`src/inc/swl_pkg.sv`:
```
// constants, field layout and types of the stop-mode wake logic
package swl_pkg;
  localparam int unsigned CLK_PERIOD_NS = 10;
  localparam int unsigned T_POR_MAX_US = 10000; // longest por-class wake delay
  localparam int unsigned T_SHORT_US = 2500; // delay once oscillation is seen
  localparam int unsigned POR_CYC = T_POR_MAX_US * 1000 / CLK_PERIOD_NS;
  localparam int unsigned SHORT_CYC = T_SHORT_US * 1000 / CLK_PERIOD_NS;
  localparam int CNT_W = 20;
  localparam int AW = 16;
  localparam int DW = 32;
  // register indices; byte address is four times the index
  localparam logic [13:0] IDX_SRC = 14'h0F0B;
  localparam logic [13:0] IDX_P2CW = 14'h0F0C;
  localparam logic [13:0] IDX_COMBO = 14'h0F0D;
  localparam logic [13:0] IDX_P3CW = 14'h0F0E;
  localparam logic [13:0] IDX_ROUTE = 14'h0F10;
  localparam logic [13:0] IDX_P2DAT = 14'h0002;
  localparam logic [13:0] IDX_P3DAT = 14'h0003;
  localparam logic [13:0] IDX_P2DIR = 14'h00F6;
  localparam logic [13:0] IDX_P3DIR = 14'h00F7;
  // stop_recovery_control fields
  localparam int SRC_FLAG = 7;
  localparam int SRC_LVL = 6;
  localparam int SRC_DLY = 5;
  localparam int SRC_MODE_HI = 4;
  localparam int SRC_MODE_LO = 2;
  localparam int SRC_SHORT = 1;
  localparam int SRC_DIV = 0;
  localparam logic [7:0] SRC_RST = 8'h20;
  localparam logic [7:0] SRC_WMASK = 8'h7F; // flag bit is not writable
  // combo_wake_select and wake_route_status fields
  localparam int COMBO_LVL = 3;
  localparam int RT_EN = 4;
  localparam logic [1:0] ST_NONE = 2'h0;
  localparam logic [1:0] ST_READ = 2'h1;
  localparam logic [1:0] ST_WRITE = 2'h2;
  // pin group masks over {port3[3:0], port2[7:0]}
  localparam logic [11:0] M_P31 = 12'h200;
  localparam logic [11:0] M_P32 = 12'h400;
  localparam logic [11:0] M_P33 = 12'h800;
  localparam logic [11:0] M_P2LO = 12'h00F;
  localparam logic [11:0] M_P2HI = 12'h0F0;
  localparam logic [11:0] M_P2ALL = 12'h0FF;
  typedef enum logic [2:0] {
    MODE_NONE, MODE_RSV, MODE_P31, MODE_P32, MODE_P33, MODE_P2LO, MODE_P2HI, MODE_P2ALL
  } swl_mode_e;
  typedef enum logic [1:0] {ST_RUN, ST_STOPPED, ST_RECOVER} swl_state_e;
endpackage

```
`src/inc/swl_pins_if.sv`:
```
// synchronised pins, masks and selections shared with the level source logic
`timescale 1ns/1ps
interface swl_pins_if;
  logic [11:0] pins; // {port3[3:0], port2[7:0]}
  logic [11:0] ign; // pins the source-select level logic must disregard
  logic [11:0] outm; // pins configured as outputs
  logic [7:0] src_cfg; // stop_recovery_control
  logic [3:0] combo_cfg; // combo_wake_select
  modport drv (output pins, ign, outm, src_cfg, combo_cfg);
  modport src (input pins, ign, outm, src_cfg, combo_cfg);
endinterface

```
`src/design/swl_change_det.sv`:
```
// change-detect wake source for one port
`timescale 1ns/1ps
module swl_change_det #(
  parameter int W = 8
) (
  input wire logic [W-1:0] pins_in, // synchronised pins
  input wire logic [W-1:0] sel_in, // pins claimed as sources
  input wire logic [W-1:0] ref_in, // latched reference
  input wire logic [1:0] status_in, // latch status
  output logic ev_out // any selected pin active
);
  // without a latched reference a selected pin wakes on a zero
  always_comb begin
    if (status_in == swl_pkg::ST_NONE) begin
      ev_out = |(sel_in & ~pins_in);
    end else begin
      ev_out = |(sel_in & (pins_in ^ ref_in));
    end
  end
endmodule

```
`src/design/swl_level_src.sv`:
```
// level-triggered wake sources: single pins and pin groups
`timescale 1ns/1ps
module swl_level_src (
  swl_pins_if.src pins, // pins and selections
  output logic src_ev_out, // stop_recovery_control source active
  output logic combo_ev_out // combo_wake_select source active
);
  // and of the usable pins in a group compared with the level
  function automatic logic grp_hit(input logic [11:0] v, input logic [11:0] ign,
                                   input logic [11:0] m, input logic lvl);
    logic [11:0] use_m;
    use_m = m & ~ign;
    grp_hit = (use_m != 12'h000) && ((&(v | ~use_m)) == lvl);
  endfunction

  // a group with every pin ignored never fires
  always_comb begin
    unique case (swl_pkg::swl_mode_e'(pins.src_cfg[swl_pkg::SRC_MODE_HI:swl_pkg::SRC_MODE_LO]))
      swl_pkg::MODE_NONE, swl_pkg::MODE_RSV: src_ev_out = 1'b0;
      swl_pkg::MODE_P31: src_ev_out = grp_hit(pins.pins, pins.ign, swl_pkg::M_P31, pins.src_cfg[swl_pkg::SRC_LVL]);
      swl_pkg::MODE_P32: src_ev_out = grp_hit(pins.pins, pins.ign, swl_pkg::M_P32, pins.src_cfg[swl_pkg::SRC_LVL]);
      swl_pkg::MODE_P33: src_ev_out = grp_hit(pins.pins, pins.ign, swl_pkg::M_P33, pins.src_cfg[swl_pkg::SRC_LVL]);
      swl_pkg::MODE_P2LO: src_ev_out = grp_hit(pins.pins, pins.ign, swl_pkg::M_P2LO, pins.src_cfg[swl_pkg::SRC_LVL]);
      swl_pkg::MODE_P2HI: src_ev_out = grp_hit(pins.pins, pins.ign, swl_pkg::M_P2HI, pins.src_cfg[swl_pkg::SRC_LVL]);
      swl_pkg::MODE_P2ALL: src_ev_out = grp_hit(pins.pins, pins.ign, swl_pkg::M_P2ALL, pins.src_cfg[swl_pkg::SRC_LVL]);
    endcase
  end

  // seven port 2 / port 3 combinations, outputs disregarded
  always_comb begin
    logic [11:0] m;
    m = 12'h000;
    unique case (pins.combo_cfg[2:0])
      3'h0: m = 12'h000;
      3'h1: m = 12'h101;
      3'h2: m = 12'h202;
      3'h3: m = 12'h404;
      3'h4: m = 12'h808;
      3'h5: m = 12'h303;
      3'h6: m = 12'hC0C;
      3'h7: m = 12'hFFF;
    endcase
    combo_ev_out = grp_hit(pins.pins, pins.outm, m, pins.combo_cfg[swl_pkg::COMBO_LVL]);
  end
endmodule

```
`src/design/swl_wake_top.sv`:
```
// stop-mode wake and recovery logic with its register slave
//
// Design decision made here: register access over Avalon-MM.
`timescale 1ns/1ps
module swl_wake_top #(
  parameter int unsigned POR_CYCLES = swl_pkg::POR_CYC,
  parameter int unsigned SHORT_CYCLES = swl_pkg::SHORT_CYC
) (
  input wire logic clock_in, // 100 mhz clock
  input wire logic rst_n_in, // power-on class reset
  input wire logic [swl_pkg::AW-1:0] avs_address_in, // byte address
  input wire logic avs_read_in, // read request
  input wire logic avs_write_in, // write request
  input wire logic [swl_pkg::DW-1:0] avs_writedata_in, // write data
  output logic [swl_pkg::DW-1:0] avs_readdata_out, // read data
  output logic avs_waitrequest_out, // slave not ready
  input wire logic [7:0] p2_pins_in, // port 2 pins
  input wire logic [3:0] p3_pins_in, // port 3 pins
  input wire logic osc_ok_in, // crystal oscillation seen
  input wire logic stop_enter_in, // cpu executes stop
  output logic cpu_reset_out, // recovery reset to cpu
  output logic wake_irq_out, // routed wake interrupt
  output logic wake_p33_n_out, // routed wake on pin 3.3, low active
  output logic prescale_div16_out, // divide-by-16 enable
  output logic stopped_out // cpu held in stop
);

  swl_pkg::swl_state_e state_ff;
  logic wait_ff;
  logic [swl_pkg::DW-1:0] rdata_ff;
  logic [7:0] src_ff;
  logic [7:0] p2cw_ff;
  logic [3:0] combo_ff;
  logic [3:0] p3cw_ff;
  logic [7:0] route_ff;
  logic [7:0] p2_ref_ff;
  logic [3:0] p3_ref_ff;
  logic [7:0] p2_dir_ff;
  logic [3:0] p3_dir_ff;
  logic [12:0] sync1_ff;
  logic [12:0] sync2_ff;
  logic [swl_pkg::CNT_W-1:0] cnt_ff;
  logic wake_ev_ff;
  logic cpu_rst_ff;
  logic irq_ff;
  logic p33_n_ff;
  logic stopped_ff;
  logic src_ev, combo_ev, p2_ev, p3_ev;
  logic req, acc, cap, rec_done;
  logic [7:0] p2_s;
  logic [3:0] p3_s;
  logic osc_s;
  logic [7:0] rd_mux;
  logic [swl_pkg::CNT_W-1:0] lim;

  swl_pins_if pif ();

  function automatic logic hit(input logic [swl_pkg::AW-1:0] a, input logic [13:0] idx);
    hit = (a[swl_pkg::AW-1:2] == idx);
  endfunction

  // pins arrive from outside; two stages before any use
  always_ff @(posedge clock_in or negedge rst_n_in) begin
    if (!rst_n_in) begin
      sync1_ff <= 13'h0;
      sync2_ff <= 13'h0;
    end else begin
      sync1_ff <= {osc_ok_in, p3_pins_in, p2_pins_in};
      sync2_ff <= sync1_ff;
    end
  end
  assign p2_s = sync2_ff[7:0];
  assign p3_s = sync2_ff[11:8];
  assign osc_s = sync2_ff[12];

  // bus handshake: one wait state, then the request is taken
  assign req = avs_read_in | avs_write_in;
  assign acc = req & ~wait_ff;
  assign cap = avs_read_in & wait_ff;

  always_ff @(posedge clock_in or negedge rst_n_in) begin
    if (!rst_n_in) begin
      wait_ff <= 1'b1;
    end else begin
      wait_ff <= ~(req & wait_ff);
    end
  end

  // read mux; unmapped addresses read as zero
  always_comb begin
    rd_mux = 8'h00;
    if (hit(avs_address_in, swl_pkg::IDX_SRC)) rd_mux = src_ff;
    if (hit(avs_address_in, swl_pkg::IDX_P2CW)) rd_mux = p2cw_ff;
    if (hit(avs_address_in, swl_pkg::IDX_COMBO)) rd_mux = {4'h0, combo_ff};
    if (hit(avs_address_in, swl_pkg::IDX_P3CW)) rd_mux = {4'h0, p3cw_ff};
    if (hit(avs_address_in, swl_pkg::IDX_ROUTE)) rd_mux = route_ff;
    if (hit(avs_address_in, swl_pkg::IDX_P2DAT)) rd_mux = p2_s;
    if (hit(avs_address_in, swl_pkg::IDX_P3DAT)) begin
      rd_mux = {4'h0, p3_s};
      if (route_ff[swl_pkg::RT_EN]) rd_mux[3] = ~wake_ev_ff;
    end
    if (hit(avs_address_in, swl_pkg::IDX_P2DIR)) rd_mux = p2_dir_ff;
    if (hit(avs_address_in, swl_pkg::IDX_P3DIR)) rd_mux = {4'h0, p3_dir_ff};
  end

  // read data captured with the wait-state edge so it stands when taken
  always_ff @(posedge clock_in or negedge rst_n_in) begin
    if (!rst_n_in) begin
      rdata_ff <= 32'h0000_0000;
    end else if (cap) begin
      rdata_ff <= {24'h00_0000, rd_mux};
    end
  end

  // control register; recovery outranks a write in the same cycle
  always_ff @(posedge clock_in or negedge rst_n_in) begin
    if (!rst_n_in) begin
      src_ff <= swl_pkg::SRC_RST;
    end else begin
      if (acc && avs_write_in && hit(avs_address_in, swl_pkg::IDX_SRC)) begin
        src_ff <= (src_ff & ~swl_pkg::SRC_WMASK) | (avs_writedata_in[7:0] & swl_pkg::SRC_WMASK);
      end
      if (state_ff == swl_pkg::ST_RECOVER && rec_done) begin
        src_ff[swl_pkg::SRC_FLAG] <= 1'b1;
        src_ff[swl_pkg::SRC_DIV] <= 1'b0;
      end
    end
  end

  // selection and direction registers keep their values across recovery
  always_ff @(posedge clock_in or negedge rst_n_in) begin
    if (!rst_n_in) begin
      p2cw_ff <= 8'h00;
      combo_ff <= 4'h0;
      p3cw_ff <= 4'h0;
      p2_dir_ff <= 8'h00;
      p3_dir_ff <= 4'h0;
    end else if (acc && avs_write_in) begin
      if (hit(avs_address_in, swl_pkg::IDX_P2CW)) p2cw_ff <= avs_writedata_in[7:0];
      if (hit(avs_address_in, swl_pkg::IDX_COMBO)) combo_ff <= avs_writedata_in[3:0];
      if (hit(avs_address_in, swl_pkg::IDX_P3CW)) p3cw_ff <= avs_writedata_in[3:0];
      if (hit(avs_address_in, swl_pkg::IDX_P2DIR)) p2_dir_ff <= avs_writedata_in[7:0];
      if (hit(avs_address_in, swl_pkg::IDX_P3DIR)) p3_dir_ff <= avs_writedata_in[3:0];
    end
  end

  // reference latches: port read latches the pins, port write the data
  always_ff @(posedge clock_in or negedge rst_n_in) begin
    if (!rst_n_in) begin
      p2_ref_ff <= 8'h00;
      p3_ref_ff <= 4'h0;
    end else begin
      if (p2cw_ff != 8'h00 && hit(avs_address_in, swl_pkg::IDX_P2DAT)) begin
        if (cap) p2_ref_ff <= p2_s;
        else if (acc && avs_write_in) p2_ref_ff <= avs_writedata_in[7:0];
      end
      if (p3cw_ff != 4'h0 && hit(avs_address_in, swl_pkg::IDX_P3DAT)) begin
        if (cap) p3_ref_ff <= p3_s;
        else if (acc && avs_write_in) p3_ref_ff <= avs_writedata_in[3:0];
      end
    end
  end

  // route status: hardware latch status wins over a software clear
  always_ff @(posedge clock_in or negedge rst_n_in) begin
    if (!rst_n_in) begin
      route_ff <= 8'h00;
    end else begin
      if (acc && avs_write_in && hit(avs_address_in, swl_pkg::IDX_ROUTE)) begin
        route_ff <= {3'h0, avs_writedata_in[4:0]};
      end
      if (state_ff == swl_pkg::ST_RECOVER && rec_done) begin
        route_ff[3:0] <= 4'h0;
      end
      if (p2cw_ff != 8'h00 && hit(avs_address_in, swl_pkg::IDX_P2DAT)) begin
        if (cap) route_ff[1:0] <= swl_pkg::ST_READ;
        else if (acc && avs_write_in) route_ff[1:0] <= swl_pkg::ST_WRITE;
      end
      if (p3cw_ff != 4'h0 && hit(avs_address_in, swl_pkg::IDX_P3DAT)) begin
        if (cap) route_ff[3:2] <= swl_pkg::ST_READ;
        else if (acc && avs_write_in) route_ff[3:2] <= swl_pkg::ST_WRITE;
      end
    end
  end

  // source-select level logic sees only input pins not claimed by change detect; combination logic drops outputs only
  assign pif.pins = {p3_s, p2_s};
  assign pif.ign = {p3_dir_ff | p3cw_ff, p2_dir_ff | p2cw_ff};
  assign pif.outm = {p3_dir_ff, p2_dir_ff};
  assign pif.src_cfg = src_ff;
  assign pif.combo_cfg = combo_ff;

  swl_level_src u_level (
    .pins(pif.src),
    .src_ev_out(src_ev),
    .combo_ev_out(combo_ev)
  );

  swl_change_det #(.W(8)) u_p2 (
    .pins_in(p2_s & ~p2_dir_ff),
    .sel_in(p2cw_ff & ~p2_dir_ff),
    .ref_in(p2_ref_ff),
    .status_in(route_ff[1:0]),
    .ev_out(p2_ev)
  );

  swl_change_det #(.W(4)) u_p3 (
    .pins_in(p3_s & ~p3_dir_ff),
    .sel_in(p3cw_ff & ~p3_dir_ff),
    .ref_in(p3_ref_ff),
    .status_in(route_ff[3:2]),
    .ev_out(p3_ev)
  );

  // wake event and routing; detection runs in every state
  always_ff @(posedge clock_in or negedge rst_n_in) begin
    if (!rst_n_in) begin
      wake_ev_ff <= 1'b0;
      irq_ff <= 1'b0;
      p33_n_ff <= 1'b1;
    end else begin
      wake_ev_ff <= src_ev | combo_ev | p2_ev | p3_ev;
      irq_ff <= route_ff[swl_pkg::RT_EN] & wake_ev_ff;
      p33_n_ff <= ~(route_ff[swl_pkg::RT_EN] & wake_ev_ff);
    end
  end

  // delay limit: full por period, or a short one after oscillation
  assign lim = src_ff[swl_pkg::SRC_SHORT] ? swl_pkg::CNT_W'(SHORT_CYCLES) : swl_pkg::CNT_W'(POR_CYCLES);
  assign rec_done = !src_ff[swl_pkg::SRC_DLY] || (cnt_ff >= lim);

  // stop / recovery sequencer
  always_ff @(posedge clock_in or negedge rst_n_in) begin
    if (!rst_n_in) begin
      state_ff <= swl_pkg::ST_RUN;
      cnt_ff <= '0;
      cpu_rst_ff <= 1'b0;
      stopped_ff <= 1'b0;
    end else begin
      unique case (state_ff)
        swl_pkg::ST_RUN: begin
          if (stop_enter_in) begin
            state_ff <= swl_pkg::ST_STOPPED;
            stopped_ff <= 1'b1;
          end
        end
        swl_pkg::ST_STOPPED: begin
          if (wake_ev_ff) begin
            state_ff <= swl_pkg::ST_RECOVER;
            stopped_ff <= 1'b0;
            cnt_ff <= '0;
            cpu_rst_ff <= 1'b1;
          end
        end
        swl_pkg::ST_RECOVER: begin
          if (rec_done) begin
            state_ff <= swl_pkg::ST_RUN;
            cpu_rst_ff <= 1'b0;
          end else if (!src_ff[swl_pkg::SRC_SHORT] || osc_s) begin
            cnt_ff <= cnt_ff + 1'b1;
          end
        end
      endcase
    end
  end

  // all outputs straight from flip-flops
  assign avs_readdata_out = rdata_ff;
  assign avs_waitrequest_out = wait_ff;
  assign cpu_reset_out = cpu_rst_ff;
  assign wake_irq_out = irq_ff;
  assign wake_p33_n_out = p33_n_ff;
  assign prescale_div16_out = src_ff[swl_pkg::SRC_DIV];
  assign stopped_out = stopped_ff;
endmodule

```
`config.mk`:
```
export PLATFORM = sky130hd
export DESIGN_NAME = swl_wake_top
export DESIGN_NICKNAME = d
export VERILOG_FILES = /design/src/inc/swl_pkg.sv /design/src/inc/swl_pins_if.sv /design/src/design/swl_change_det.sv /design/src/design/swl_level_src.sv /design/src/design/swl_wake_top.sv
export SDC_FILE = /design/constraint.sdc
export NUM_CORES = 1
export LEC_CHECK = 0
export BUFFER_PORTS_ARGS = -buffer_cell sky130_fd_sc_hd__buf_2
export CORE_ASPECT_RATIO = 1.4
export CORE_UTILIZATION = 57
export CTS_CLUSTER_SIZE = 10
export DETAILED_ROUTE_END_ITERATION = 7
export PLACE_DENSITY = 0.8
export SETUP_SLACK_MARGIN = 0.05
export SYNTH_ARGS = -nofsm -noshare
export SYNTH_HDL_FRONTEND = slang
export SYNTH_SLANG_ARGS = --single-unit
```
`constraint.sdc`:
```
create_clock -name clock_in -period 3.1 [get_ports clock_in]
set_input_delay 0.465 -clock clock_in [delete_from_list [all_inputs] [get_ports clock_in]]
set_output_delay 0.465 -clock clock_in [all_outputs]
set_load 0.01 [all_outputs]
```
# Word level (Yosys, flattened, before mapping)
# Memories as Yosys holds them, arrays and structs flattened.
# Cells that the tools add are included.
dict set report word_totals {
  reg_bits 115
  latch_bits 0
  mem_bits_rw 0
  mem_bits_ro 96
  input_bits 66
  output_inout_bits 38
  wordCells 198
  mem_count 1
}
# name depth width read_ports rd_clocked_by_memory_dff wr line_no
set memory_table {}
lappend memory_table {{(no name shown)} 8 12 1 0 0 swl_level_src.sv:33} ;# unique case (pins.combo_cfg[2:0])
dict set report op_classes {
  n_addsub 1
  multipliers 0
  div 0
  magnitude_cmp 1
  eq_ne 30
  shifts 0
  mux 43
  bitwise 46
  reduce_logical 54
}
# operator n
set op_table {}
lappend op_table {{$mux W8} 12}
lappend op_table {{$or A12 B12 Y12} 7}
lappend op_table {{$reduce_and A12 Y1} 7}
lappend op_table {{$mux W20} 4}
lappend op_table {{$eq A14 B12 Y1 const B} 5}
lappend op_table {{$not A12 Y12} 4}
lappend op_table {{$reduce_bool A12 Y1} 4}
lappend op_table {{$pmux W20 S2} 1}
lappend op_table {{$and A8 B8 Y8} 4}
lappend op_table {{$eq A14 B2 Y1 const B} 2}
lappend op_table {{$eq A14 B8 Y1 const B} 2}
lappend op_table {{$not A8 Y12} 2}
lappend op_table {{$add A20 B1 Y20 const B} 1}
lappend op_table {{$ge A20 B20 Y1} 1}
lappend op_table {{$mux W2} 9}
lappend op_table {{$and A4 B4 Y4} 4}
lappend op_table {{$mux W4} 4}
lappend op_table {{$not A8 Y8} 2}
lappend op_table {{$reduce_or A8 Y1} 2}
lappend op_table {{$reduce_and A2 Y1} 7}
lappend op_table {{$logic_and A1 B1 Y1} 13}
lappend op_table {{$and A12 B12 Y12} 1}
lappend op_table {{$eq A3 B3 Y1 const B} 4}
lappend op_table {{$not A10 Y12} 1}
lappend op_table {{33 further kinds} 72}

# Longest topological paths before layout
dict set report depth {
  ltp_word 11
  mapped_depth 10
  depth_no_buf 8
}

# Cells and area by module
# A second synthesis with hierarchy kept.
dict set report unflattened {
  hier_cells 702
  hier_area_um2 6916.6
}
# module n_inst cells_per_inst area_per_inst_um2 seq_area_each_um2
set modules_own_cells {}
lappend modules_own_cells {swl_wake_top 1 587 6204.7 2881.5}
lappend modules_own_cells {swl_level_src 1 72 436.7 0.0}
lappend modules_own_cells {{swl_change_det at u_p2} 1 28 180.2 0.0}
lappend modules_own_cells {{swl_change_det at u_p3} 1 15 95.1 0.0}

# Least setup slack after synthesis
# No wires, ideal clock.
dict set report synth_path {
  path_type {input to register}
  startpoint {input port avs_address_in[4] (netlist name)}
  endpoint {register route_ff[2]}
  setup_ps 132
  arrival_time_ps 2306
  required_time_ps 2968
  slack_ps 661
  cell_stages 8
  n_path_buf 2
  cell_sequence {or4_4 -> or3b_1 -> buf_6 -> or3b_1 -> buf_2 -> a21o_1 -> a21oi_2 -> o22ai_1}
}
dict set report synth_between {
  elab_chain_cells 7
  word_cells_on_any_way 9
  classes_between {eq/ne: 2; mux: 5; reduce/logical: 2}
}
# item line_no
set synth_rtl {}
lappend synth_rtl {{start, declared} swl_wake_top.sv:11} ;# input wire logic [swl_pkg::AW-1:0] avs_address_in,
lappend synth_rtl {{$eq A14 B12 Y1} swl_wake_top.sv:59} ;# hit = (a[swl_pkg::AW-1:2] == idx);
lappend synth_rtl {{$logic_and A1 B1 Y1} swl_wake_top.sv:169} ;# if (acc && avs_write_in && hit(avs_address_in, swl_pkg::IDX_ROUTE)) begin
lappend synth_rtl {{$mux W4} swl_wake_top.sv:169}
lappend synth_rtl {{$mux W4} swl_wake_top.sv:172} ;# if (state_ff == swl_pkg::ST_RECOVER && rec_done) begin
lappend synth_rtl {{$mux W2} swl_wake_top.sv:181} ;# else if (acc && avs_write_in) route_ff[3:2] <= swl_pkg::ST_WRITE;
lappend synth_rtl {{$mux W2} swl_wake_top.sv:180} ;# if (cap) route_ff[3:2] <= swl_pkg::ST_READ;
lappend synth_rtl {{$mux W2 *} swl_wake_top.sv:179} ;# if (p3cw_ff != 4'h0 && hit(avs_address_in, swl_pkg::IDX_P3DAT)) begin
lappend synth_rtl {{end signal, assigned} swl_wake_top.sv:170} ;# route_ff <= {3'h0, avs_writedata_in[4:0]};
lappend synth_rtl {{end signal, assigned} swl_wake_top.sv:180}
lappend synth_rtl {{end signal, assigned} swl_wake_top.sv:181}
lappend synth_rtl {{end, declared} swl_wake_top.sv:35} ;# logic [7:0] route_ff;
# Every way passes the cells marked *; elsewhere a longest branch is shown, timed or not.
# A chain may end at the register's enable or synchronous reset.

# Worst setup path in the final report
dict set report layout_path {
  startpoint {register src_ff[1] (netlist: pif.src_cfg[1])}
  endpoint {register cnt_ff[16] (netlist name)}
}
dict set report layout_between {
  elab_chain_cells 5
  word_cells_on_any_way 8
  classes_between {order compare: 1; eq/ne: 2; mux: 1; reduce/logical: 4}
}
# item line_no
set layout_rtl {}
lappend layout_rtl {{start, declared} swl_wake_top.sv:31} ;# logic [7:0] src_ff;
lappend layout_rtl {{start signal, assigned} swl_wake_top.sv:118} ;# src_ff <= swl_pkg::SRC_RST;
lappend layout_rtl {{start signal, assigned} swl_wake_top.sv:121} ;# src_ff <= (src_ff & ~swl_pkg::SRC_WMASK) | (avs_writedata_in[7:0] & swl_pkg::SRC_WMASK);
lappend layout_rtl {{$mux W20} swl_wake_top.sv:229} ;# assign lim = src_ff[swl_pkg::SRC_SHORT] ? swl_pkg::CNT_W'(SHORT_CYCLES) : swl_pkg::CNT_W'(POR_CYCLES);
lappend layout_rtl {{$ge A20 B20 Y1} swl_wake_top.sv:230} ;# assign rec_done = !src_ff[swl_pkg::SRC_DLY] || (cnt_ff >= lim);
lappend layout_rtl {{$logic_or A1 B1 Y1} swl_wake_top.sv:230}
lappend layout_rtl {{$ne A2 B2 Y1 (no source line)} --}
lappend layout_rtl {{$reduce_and A4 Y1 (no source line) *} --}
lappend layout_rtl {{end signal, assigned} swl_wake_top.sv:260} ;# cnt_ff <= cnt_ff + 1'b1;
lappend layout_rtl {{end, declared} swl_wake_top.sv:42} ;# logic [swl_pkg::CNT_W-1:0] cnt_ff;
# Marked as above.

==> summary.txt <==
Crit Path Category: reg -> reg
Yosys warning count: 0
die span in y: 128 um
Peak VDD IR: 0.000434 V
Slew HR: 51.8%
DR WL/cell: 21.2 um
layout cells sized above 1: 21.0%
Post-synth EDFFs: 0
fmax: 0.354 GHz
Cell Int Power: 3.04 mW
status: completed
Critical Path Start Type: register
Crit path top cell by count: or4_1
Yosys top cell by area: dfrtp_1
core area: 11000 um^2
DR pass1 iterations: 5
DR iter-0 viols: 430
Crit path required time: 3.44 ns
Area growth syn-to-layout: 15.2%
crit path cell chain: ha_1 -> or4_1 -> a211oi_1 -> a211o_1 -> a21boi_2 -> buf_12 -> or4_1 -> a21oi_1
nature of the critical path endpoint: register
Post-CTS Setup Bufs: 0
TritonCTS Buffers: 17
HP Class: in -> async
Cells after Synth: 661
Worst path slowest cell: or4_1
total global-route track usage: 32.8%
DP HPWL: 13200 um
clock latency on the worst-skew pair: 0.42 ns
endpoints failing setup: 0
#FFs+latches synth: 115
Clk pin slew, worst setup/hold paths: 0.05 ns
clock skew: 0.00646 ns
final WL: 18400 um
Max FO, Critical Path: 25
Initial Utilization: 59.1%
count of final hold-check violations: 0
max cap viols: 0
PD cells: 546 nW/um^2
post-synth top area share: 43.2%
nets@finish: 796
IO Pins: 104
# rows: 45
Async SR Flop Fraction: 100%
Reg power frac: 39.7%
Slew @ Worst Pin: 0.723 ns
Area contributors post-synth: dfrtp_1 (43%), mux2_2 (5.7%), nand2_1 (3.1%)
vias per cell: 6.57
Primary FF master, synth: dfrtp_1
largest net degree at the start of global routing: 61
vias in the first global route: 5708
antenna-violating nets left: 0
hold_buf cts: 0
setup TNS: 0 ns
final worst setup slack: 0.279 ns
initial antenna violation count: 0
clock sinks: 115
top-count cell post-synth: dfrtp_1
first-pass GRT wire length: 29000 um
Switching Share: 25.4%
cts repair resizes: 0
Netlist cell types: 74
Comb pwr share: 10.5%
top cells by count, synth: dfrtp_1 (112), nand2_1 (53), a21oi_1 (39)
syn avg cell area: 9.81 um^2
LEAKAGE: 3.40 nW
die area: 11800 um^2
post-layout min period: 2.82 ns
CTS tree: yes
number of diodes: 0
RSZ-0062 raised after global routing: no
CTS HTree Levels: 4
r2r setup slk: 0.28 ns
Clock Root Buffer: clkbuf_16
Die W: 92.2 um
Hold WS: 0.108 ns
vias: 5723
sequential fraction of the synthesis area: 44.4%
fin crit share: 91.0%
Slew Limit Fails: 0
CP Data Arrival Time: 3.16 ns
Clock Path Buffers: 2
IO Port Bufs: 53
Placer Congestion: 0.999
DRC: 0
crit-path max cell delay: 0.50 ns
Placement Cell Area: 6850 um^2
global route overflow: 0
Final Power: 4.08 mW
P_sw: 1.04 mW
DP Worst Slack: 0.309 ns
Clock power frac: 49.8%
cell area after layout: 7470 um^2
Netlist Area Pre-Place: 6490 um^2
==> power groups by stage <==
stage | Sequential, mW | Combinational, mW | Clock (mW)
6_report | 1.62 | 0.427 | 2.03
5_1_grt | 1.63 | 0.484 | 2.12
4_1_cts | 1.62 | 0.429 | 2.05
3_5_place_dp | 1.64 | 0.426 | 0
3_3_place_gp | 1.64 | 0.405 | 0
2_1_floorplan | 1.63 | 0.291 | 0
==> stage by stage <==
| step | util, % | cells |
|---|---|---|
| final | 68.0 | 871 |
| after global routing | 68.0 | 871 |
| after CTS | 68.0 | 871 |
| after detailed placement | 62.4 | 839 |
| after global placement | 62.4 | 839 |
| after floorplan | - | 684 |
==> cell type report <==
cell class                 count  area (um^2)
sequential                   115         2880
fill                         876         3510
clock inverter                11          153
timing repair buffer          67          398
inverter                      16         60.1
clock buffer                  21          470
multi-input combinational    500         3330
tap                          141          176
==> logic make-up (layout without fill, tap and decap cells) <==
logic type,count (synthesis),in the layout,share of synthesized area [%]
adder cells (fa/ha/maj),13,13,2.51
AO/OA/AOI/OAI,164,164,16.6
flip-flops,115,115,44.4
multiplexers,49,49,8.20
AND/OR/NAND/NOR,235,235,20.5
buffers and inverters,69,115,5.59
XOR/XNOR,15,15,2.03
other,1,24,0.0578
==> cells in the final DEF (no fill, tap or decap), types with 5 or more instances in the layout <==
master / instances
mux2i_1: 16
clkbuf_16: 17
nand3_1: 18
or4_1: 15
inv_1: 16
o211ai_1: 8
a22oi_1: 13
o21ai_0: 35
and2_1: 10
nor2_1: 28
nand4_1: 14
a22o_1: 6
buf_4: 13
xor2_1: 12
nor3b_1: 5
or3_1: 12
nand2b_1: 6
nand3b_1: 11
dfrtp_1: 112
conb_1: 24
o22ai_1: 13
and3_1: 10
a21oi_1: 39
buf_2: 52
mux2_2: 33
nand2_1: 53
ha_1: 13
nor4_1: 14
nor3_1: 14
or2_2: 5
==> metal layers <==
layer / vias up / GRT usage [%] / wire (um)
li1: 2539 / - / -
met1: 2774 / 36.0 / 6810
met2: 316 / 57.3 / 9450
met3: 94 / 6.11 / 1110
met4: 0 / 22.5 / 1070
met5: - / 0 / 0
==> critical path, delay by kind of cell, from the launching register on <==
kind / cells / cell delay (ns)
simple gates: 2 / 0.89
flops: 1 / 0.47
fa+ha+maj: 1 / 0.31
buf+inv: 1 / 0.24
compound gates: 4 / 0.82
==> sequential cells by signal (all words and copies together), names as in the netlist <==
name                 flops
avs_readdata_out         8
avs_waitrequest_out      1
cnt_ff                  20
combo_ff                 4
cpu_reset_out            1
p2_dir_ff                8
p2_ref_ff                8
p2cw_ff                  8
p3_dir_ff                4
p3_ref_ff                4
p3cw_ff                  4
pif.src_cfg              8
route_ff                 5
state_ff                 2
stopped_out              1
sync1_ff                13
sync2_ff                13
wake_ev_ff               1
wake_irq_out             1
wake_p33_n_out           1
==> worst paths after layout <==
| check | startpoint | cells past startpoint | to |
|---|---|---|---|
| hold / removal | rst_n_in | 1 | cnt_ff[13]$_DFFE_PN0P_ |
| hold reg to reg | sync1_ff[1]$_DFF_PN0_ | 0 | sync2_ff[1]$_DFF_PN0_ |
| setup / recovery | pif.src_cfg[1]$_DFFE_PN0P_ | 8 | cnt_ff[16]$_DFFE_PN0P_ |
| max in group asynchronous | rst_n_in | 2 | avs_waitrequest_out$_DFF_PN1_ |
| min in group clock_in | p3_pins_in[0] | 1 | sync1_ff[8]$_DFF_PN0_ |
| setup reg to reg | pif.src_cfg[1]$_DFFE_PN0P_ | 8 | cnt_ff[16]$_DFFE_PN0P_ |
Note: power is estimated with default switching activity, not from simulation.
